<file path="config.mk">
export PLATFORM = sky130hd
export DESIGN_NAME = cpu_control_special_instr
export DESIGN_NICKNAME = d
export VERILOG_FILES = /design/src/rtl/ctl_pkg.sv /design/src/rtl/ack_hold.sv /design/src/rtl/cpu_control_special_instr.sv /design/src/rtl/pin_compare.sv
export SDC_FILE = /design/constraint.sdc
export NUM_CORES = 1
export LEC_CHECK = 0
export ABC_AREA = 1
export BUFFER_PORTS_ARGS = -buffer_cell sky130_fd_sc_hd__buf_2
export CAP_MARGIN = 20
export CORE_ASPECT_RATIO = 1.25
export CORE_UTILIZATION = 40
export DETAILED_ROUTE_END_ITERATION = 16
export PLACE_DENSITY = 0.69
export REMOVE_ABC_BUFFERS = 1
export SLEW_MARGIN = 10
export SYNTH_ARGS = -nofsm -noshare
export SYNTH_HDL_FRONTEND = slang
export SYNTH_HIERARCHICAL = 1
export SYNTH_SLANG_ARGS = --single-unit
</file>
<file path="constraint.sdc">
create_clock -name CLK -period 1.17 [get_ports CLK]
set_input_delay 0.117 -clock CLK [delete_from_list [all_inputs] [get_ports CLK]]
set_output_delay 0.117 -clock CLK [all_outputs]
set_load 0.01 [all_outputs]
</file>
<file path="src/rtl/ctl_pkg.sv">
// How it works
// - Location operand sets data area top
// - No acknowledge right after location instruction
// - Only first location after reset counts
// - Code 01FE selects 0H, 00FF 0FH
// - Unknown location code leaves data area top unchanged
// - Byte XOR not FF raises operand error
// - Bank choose clears set flag, loads bank
// - Alternate bank choose sets set flag
// - Toggle instruction inverts register set flag
// - No-operation changes nothing
// - Interrupt allow sets enable flag
// - Interrupt block clears enable flag
// - Acknowledge held off after allow/block
// - Check XORs pin level with driver
// - Sign flag equals result bit 7
// - Zero flag set when result zero
// - Parity flag set on even ones
// - Accumulator variant writes result to A
// - Read control bit set hides mismatch
// - Input-mode pins give zero when check present
// - Variant without check XORs two readings
package ctl_pkg;
  typedef enum logic [3:0] {
    OP_NOP        = 4'h0,
    OP_LOCATION   = 4'h1,
    OP_BANK       = 4'h2,
    OP_BANK_ALT   = 4'h3,
    OP_SET_TOGGLE = 4'h4,
    OP_INT_ALLOW  = 4'h5,
    OP_INT_BLOCK  = 4'h6,
    OP_CHECK      = 4'h7,
    OP_CHECK_ACC  = 4'h8
  } op_t;
  typedef enum logic [1:0] {
    ST_IDLE  = 2'b00,
    ST_HOLD  = 2'b01
  } hold_state_t;
  localparam logic [15:0] LOC_CODE_LOW  = 16'h01fe;
  localparam logic [15:0] LOC_CODE_HIGH = 16'h00ff;
  localparam logic [7:0]  LOC_XOR_OK    = 8'hff;
  localparam logic [23:0] TOP_LOW       = 24'h00ffff;
  localparam logic [23:0] TOP_HIGH      = 24'h0fffff;
  localparam logic [23:0] TOP_RESET     = 24'h00ffff;
  localparam logic [2:0]  BANK_RESET    = 3'h0;
  localparam logic [3:0]  HOLD_CYCLES   = 4'h2;
  localparam logic [3:0]  LOC_HOLD_CYCLES = 4'h1;
  localparam int          SIGN_BIT      = 7;
  function automatic logic parity_even(input logic [7:0] v);
    return ~(^v);
  endfunction
endpackage

</file>
<file path="src/rtl/ack_hold.sv">
`timescale 1ns/1ns
module ack_hold
  import ctl_pkg::*;
(
  input  wire logic clk,
  input  wire logic arst_n,
  input  wire logic start_short,
  input  wire logic start_long,
  output logic      hold
);
  hold_state_t state_reg;
  logic [3:0]  cnt_reg;
  always_ff @(posedge clk or negedge arst_n) begin
    if (!arst_n) begin
      state_reg <= ST_IDLE;
      cnt_reg   <= 4'h0;
    end else if (start_long) begin
      state_reg <= ST_HOLD;
      cnt_reg   <= HOLD_CYCLES;
    end else if (start_short) begin
      state_reg <= ST_HOLD;
      cnt_reg   <= LOC_HOLD_CYCLES;
    end else begin
      unique case (state_reg)
        ST_IDLE: begin
          cnt_reg <= 4'h0;
        end
        ST_HOLD: begin
          if (cnt_reg <= 4'h1) begin
            state_reg <= ST_IDLE;
            cnt_reg   <= 4'h0;
          end else begin
            cnt_reg <= cnt_reg - 4'h1;
          end
        end
        default: begin
          state_reg <= ST_IDLE;
        end
      endcase
    end
  end
  assign hold = (state_reg == ST_HOLD);
endmodule

</file>
<file path="src/rtl/cpu_control_special_instr.sv">
`timescale 1ns/1ns
module cpu_control_special_instr
  import ctl_pkg::*;
(
  input  wire logic        CLK,
  input  wire logic        ARST_N,
  // Instruction stream
  input  wire logic        INSTR_VALID,
  input  wire logic [3:0]  INSTR_OP,
  input  wire logic [15:0] INSTR_OPERAND,
  input  wire logic [2:0]  INSTR_BANK,
  // Port under check
  input  wire logic [7:0]  PIN_LEVEL,
  input  wire logic [7:0]  PIN_LEVEL_AGAIN,
  input  wire logic [7:0]  DRIVE_LEVEL,
  input  wire logic [7:0]  OUTPUT_MODE,
  input  wire logic        PORT_READ_CONTROL_BIT,
  input  wire logic        CHECK_PRESENT,
  // Interrupt request
  input  wire logic        INT_REQ,
  // State outputs
  output logic [23:0]      DATA_TOP,
  output logic             OPERAND_ERROR,
  output logic [2:0]       BANK_NUMBER_FIELD,
  output logic             REGISTER_SET_FLAG,
  output logic             INTERRUPT_ENABLE_FLAG,
  output logic             INT_ACK,
  output logic             FLAG_S,
  output logic             FLAG_Z,
  output logic             FLAG_PV,
  output logic [7:0]       A_VALUE,
  output logic             A_WRITE
);
  logic [7:0]  cmp_result;
  logic        loc_done_reg;
  logic        hold;
  logic        is_loc;
  logic        is_check;
  logic        is_bank;
  logic        is_bank_alt;
  logic        is_toggle;
  logic        is_allow;
  logic        is_block;
  logic        is_int_ctl;
  logic        is_check_acc;
  logic [7:0]  loc_xor;
  op_t         op;

  function automatic logic op_hit(input logic v, input op_t o, input op_t want);
    return v && (o == want);
  endfunction

  assign op           = op_t'(INSTR_OP);
  assign is_loc       = op_hit(INSTR_VALID, op, OP_LOCATION);
  assign is_bank      = op_hit(INSTR_VALID, op, OP_BANK);
  assign is_bank_alt  = op_hit(INSTR_VALID, op, OP_BANK_ALT);
  assign is_toggle    = op_hit(INSTR_VALID, op, OP_SET_TOGGLE);
  assign is_allow     = op_hit(INSTR_VALID, op, OP_INT_ALLOW);
  assign is_block     = op_hit(INSTR_VALID, op, OP_INT_BLOCK);
  assign is_int_ctl   = is_allow || is_block;
  assign is_check_acc = op_hit(INSTR_VALID, op, OP_CHECK_ACC);
  assign is_check     = op_hit(INSTR_VALID, op, OP_CHECK) || is_check_acc;
  assign loc_xor      = INSTR_OPERAND[15:8] ^ INSTR_OPERAND[7:0];

  pin_compare u_cmp (
    .pin_level       (PIN_LEVEL),
    .pin_level_again (PIN_LEVEL_AGAIN),
    .drive_level     (DRIVE_LEVEL),
    .output_mode     (OUTPUT_MODE),
    .read_ctl_bit    (PORT_READ_CONTROL_BIT),
    .check_present   (CHECK_PRESENT),
    .result          (cmp_result)
  );

  ack_hold u_hold (
    .clk         (CLK),
    .arst_n      (ARST_N),
    .start_short (is_loc),
    .start_long  (is_int_ctl),
    .hold        (hold)
  );

  // Data area location
  always_ff @(posedge CLK or negedge ARST_N) begin
    if (!ARST_N) begin
      DATA_TOP     <= TOP_RESET;
      loc_done_reg <= 1'b0;
    end else if (is_loc && !loc_done_reg) begin
      loc_done_reg <= 1'b1;
      if (INSTR_OPERAND == LOC_CODE_LOW) begin
        DATA_TOP <= TOP_LOW;
      end else if (INSTR_OPERAND == LOC_CODE_HIGH) begin
        DATA_TOP <= TOP_HIGH;
      end
    end
  end

  // Operand error pulse
  always_ff @(posedge CLK or negedge ARST_N) begin
    if (!ARST_N) begin
      OPERAND_ERROR <= 1'b0;
    end else begin
      OPERAND_ERROR <= is_loc && (loc_xor != LOC_XOR_OK);
    end
  end

  // Register bank and set; no-op falls through untouched
  always_ff @(posedge CLK or negedge ARST_N) begin
    if (!ARST_N) begin
      BANK_NUMBER_FIELD <= BANK_RESET;
      REGISTER_SET_FLAG <= 1'b0;
    end else if (INSTR_VALID) begin
      unique case (op)
        OP_BANK: begin
          BANK_NUMBER_FIELD <= INSTR_BANK;
          REGISTER_SET_FLAG <= 1'b0;
        end
        OP_BANK_ALT: begin
          BANK_NUMBER_FIELD <= INSTR_BANK;
          REGISTER_SET_FLAG <= 1'b1;
        end
        OP_SET_TOGGLE: begin
          REGISTER_SET_FLAG <= ~REGISTER_SET_FLAG;
        end
        default: begin
          REGISTER_SET_FLAG <= REGISTER_SET_FLAG;
        end
      endcase
    end
  end

  // Interrupt enable and acknowledge
  always_ff @(posedge CLK or negedge ARST_N) begin
    if (!ARST_N) begin
      INTERRUPT_ENABLE_FLAG <= 1'b0;
      INT_ACK               <= 1'b0;
    end else begin
      if (is_allow) begin
        INTERRUPT_ENABLE_FLAG <= 1'b1;
      end else if (is_block) begin
        INTERRUPT_ENABLE_FLAG <= 1'b0;
      end
      INT_ACK <= INT_REQ && INTERRUPT_ENABLE_FLAG && !hold && !is_loc && !is_int_ctl;
    end
  end

  // Flags from pin check; other instructions leave them alone
  always_ff @(posedge CLK or negedge ARST_N) begin
    if (!ARST_N) begin
      FLAG_S  <= 1'b0;
      FLAG_Z  <= 1'b0;
      FLAG_PV <= 1'b0;
    end else if (is_check) begin
      FLAG_S  <= cmp_result[SIGN_BIT];
      FLAG_Z  <= (cmp_result == 8'h00);
      FLAG_PV <= parity_even(cmp_result);
    end
  end

  // Accumulator write
  always_ff @(posedge CLK or negedge ARST_N) begin
    if (!ARST_N) begin
      A_VALUE <= 8'h00;
      A_WRITE <= 1'b0;
    end else begin
      A_WRITE <= is_check_acc;
      if (is_check_acc) begin
        A_VALUE <= cmp_result;
      end
    end
  end
endmodule

</file>
<file path="src/rtl/pin_compare.sv">
`timescale 1ns/1ns
module pin_compare
  import ctl_pkg::*;
(
  input  wire logic [7:0] pin_level,
  input  wire logic [7:0] pin_level_again,
  input  wire logic [7:0] drive_level,
  input  wire logic [7:0] output_mode,
  input  wire logic       read_ctl_bit,
  input  wire logic       check_present,
  output logic [7:0]      result
);
  logic [7:0] seen;
  always_comb begin
    seen   = read_ctl_bit ? drive_level : pin_level;
    result = (seen ^ drive_level) & output_mode;
    if (!check_present) begin
      result = pin_level ^ pin_level_again;
    end
  end
endmodule

</file>
==> summary.txt <==
Run status
  • Status: finished, final reports clean

Timing
  • Period utilization: 94.66%
  • RSZ-0062 raised after global routing: no
  • Slew headroom: 61.07%
  • FMAX: 902.9 MHz
  • Slew @ Worst Pin: 0.5840 ns
  • Max Slew Vio Count: 0
  • Min cycle time layout: 1.107 ns
  • Hold Vio Cnt, Final: 0
  • Final setup fails: 0
  • Fin Clk Skew: 0.002496 ns
  • Sum Neg Setup Slack: 0 ns
  • WHS: 0.07263 ns

Die
  • Die area: 0.005467 sq mm
  • CORE AREA: 0.004870 sq mm
  • # IOs: 104
  • Site Rows: 28
  • Starting Density: 42.50%
  • Die height: 82.42 um
  • Die W: 66.34 um

Clocking
  • H-tree lvl count: 1
  • Clock sinks: 26
  • CTS tree: yes
  • Clock Latency Late Sink: 0.27 ns
  • CTS Buf Count: 3
  • Root Buffer Master: clkbuf_8
  • Reg clk slew, reported paths: 0.09 ns
  • Max Root-Sink Buffers: 2

Yosys
  • Share of the synthesized area in the top cell type: 31.44%
  • Synth Cell Area: 0.002069 sq mm
  • Syn Area/Cell: 6.830 sq um
  • Async S/R FF share, synth: 100.0%
  • Synth area leaders: dfrtp_1 (31%), nand2_1 (16%), inv_1 (12%)
  • Flip-flop and latch count after synthesis: 26
  • Ys flop type: dfrtp_1
  • Number of synthesized flops with an enable pin: 0
  • Seq/Total Area, Yosys: 31.44%
  • Post-synth top cells: nand2_1 (86), inv_1 (64), nor2_1 (31)
  • Synth warn: 6
  • Cells after Synth: 303
  • Count leader, synth: nand2_1
  • Yosys cell types: 24
  • Biggest area consumer among synthesized cells: dfrtp_1

Cells and area
  • Diode count: 0
  • Max FFs per register: 8
  • Fin nets: 463
  • Share of layout cells above drive strength 1: 39.24%
  • Syn-to-layout area delta: 33.19%

Detailed routing
  • DRC Markers: 0
  • Post-Route WL: 4.171 mm
  • Vias per cell: 4.255
  • DRT Pass-1 Iters: 4
  • WL per Instance: 9.167 um
  • Initial DRC Count: 51
  • Vias: 1936
  • Final antenna-violating net count: 0

Critical path
  • Crit path launch type: primary input
  • CP arrival: 1.32 ns
  • CP Capture Type: flip-flop
  • Crit Path Max Fanout: 8
  • CP required: 1.38 ns
  • Type of the worst setup path: primary input to flip-flop

Pwr
  • Total power: 0.002635 W
  • Peak VDD IR: 0.0004698 V
  • Leak: 1.634 nW
  • Pwr/cell area: 956.0 mW/mm^2

Placement
  • Buffers on Ports: 83
  • GPL Wtd Cong: 0.7546
  • Post-DP HPWL: 3.398 mm

Hold path
  • Hold crit path type: primary input to flip-flop

Global route
  • First-pass GRT wire length: 6.837 mm
  • Initial antenna violation count: 0
  • Vias in the first global route: 1741
  • Largest net degree at the start of global routing: 27
  • All-Layer GR Usage: 16.10%
  • GRT overflow: 0

Flow run
  • Max_cap viols: 0
worst paths after layout:
| check | start | end | slack (ns) | cells past startpoint |
|---|---|---|---|---|
| min reg2reg | A_VALUE[4] | A_VALUE[4] | 0.49 | 2 |
| min | INSTR_BANK[0] | BANK_NUMBER_FIELD[0] | 0.07 | 2 |
| min in group asynchronous | ARST_N | INT_ACK | 0.38 | 2 |
| max | CHECK_PRESENT | FLAG_PV | 0.06 | 10 |
| max in group asynchronous | ARST_N | A_VALUE[3] | 0.41 | 2 |
| max reg2reg | u_hold/cnt_reg[0] | u_hold/state_reg[0] | 0.09 | 7 |
cell families (layout without fill, tap and decap cells):
logic type               after synthesis  count (layout)  share of synthesized area, %
XOR/XNOR                              11              11                         4.655
flip-flops                            26              26                         31.44
AO/OA/AOI/OAI                         16              16                         5.441
adder cells (fa/ha/maj)                6               6                         3.627
buffers and inverters                 88             162                         20.50
AND/OR/NAND/NOR                      151             151                         32.35
other                                  2              20                        0.3629
multiplexers                           3               3                         1.632
report_power, final:
part / leakage (nW) / internal, W / switching [W]
Sequential: 0.332 / 0.00103 / 0.0000726
Combinational: 1.27 / 0.000445 / 0.000509
Clock: 0.0288 / 0.000301 / 0.000274
layout by cell type, fill, tap and decap left out:
| master | instances |
|---|---|
| o31ai_1 | 1 |
| conb_1 | 20 |
| buf_2 | 82 |
| buf_4 | 9 |
| o21ai_0 | 2 |
| nor2_2 | 9 |
| dlygate4sd3_1 | 1 |
| xor2_1 | 7 |
| ha_1 | 1 |
| nand3_1 | 7 |
| nand4_4 | 1 |
| nand3_4 | 1 |
| o21ai_2 | 8 |
| nand4_1 | 4 |
| nand3_2 | 8 |
| or2_2 | 1 |
| clkinvlp_4 | 1 |
| clkbuf_8 | 4 |
| nand2_4 | 1 |
| nand2_1 | 85 |
| xnor2_2 | 2 |
| inv_2 | 10 |
| nand2_2 | 5 |
| a21oi_1 | 5 |
| nor2_1 | 24 |
| buf_6 | 1 |
| nor2_4 | 3 |
| buf_12 | 1 |
| dfrtp_1 | 26 |
| nand3b_1 | 2 |
| inv_1 | 53 |
| mux2_2 | 3 |
| ha_4 | 5 |
| xnor2_1 | 2 |
per-layer routing:
metal  up-vias  routed length [um]  global-route usage, %
met3         5                 175                  1.786
met5         -                   0                      0
li1       1044                   -                      -
met4         0                  68                  7.021
met2        55                2259                  31.22
met1       832                1667                  17.29
what timing repair did:
| item | CTS | global route |
|---|---|---|
| buffers inserted | 0 | 1 |
| hold endpoints to repair | 26 | 0 |
| pin swaps | 1 | 7 |
| gates resized for setup | 2 | 37 |
| gates cloned | 0 | 0 |
| hold buffers | 1 | 0 |
| setup endpoints to repair | 1 | 6 |
stage by stage:
stage	utilization, %	worst slack (ns)	instance area (sq um)	instances
2_1_floorplan	-	-0.07182	1953	297
3_3_place_gp	51.82	-0.2929	2524	449
3_5_place_dp	51.82	-0.3306	2524	449
4_1_cts	53.34	0.008189	2597	454
5_1_grt	56.60	0.002131	2756	455
6_report	56.60	0.06251	2756	455
final cells by class:
| cell class | count | area [sq um] |
|---|---|---|
| Inverter | 64 | 244.0 |
| Clock buffer | 4 | 55.05 |
| Timing Repair Buffer | 94 | 519.2 |
| Multi-Input combinational cell | 207 | 1212 |
| Sequential cell | 26 | 650.6 |
| Tap cell | 60 | 75.07 |
| Fill cell | 477 | 2113 |
worst max-delay path, stage by stage:
cell        delay (ns)
buf_6             0.09
clkinvlp_4        0.21
nand3_2           0.14
nand2_1           0.07
inv_2             0.08
ha_4              0.21
xnor2_2           0.15
xnor2_1           0.13
nand2_1           0.07
nand2_1           0.05
No activity file was read; power rests on OpenSTA's default activity.
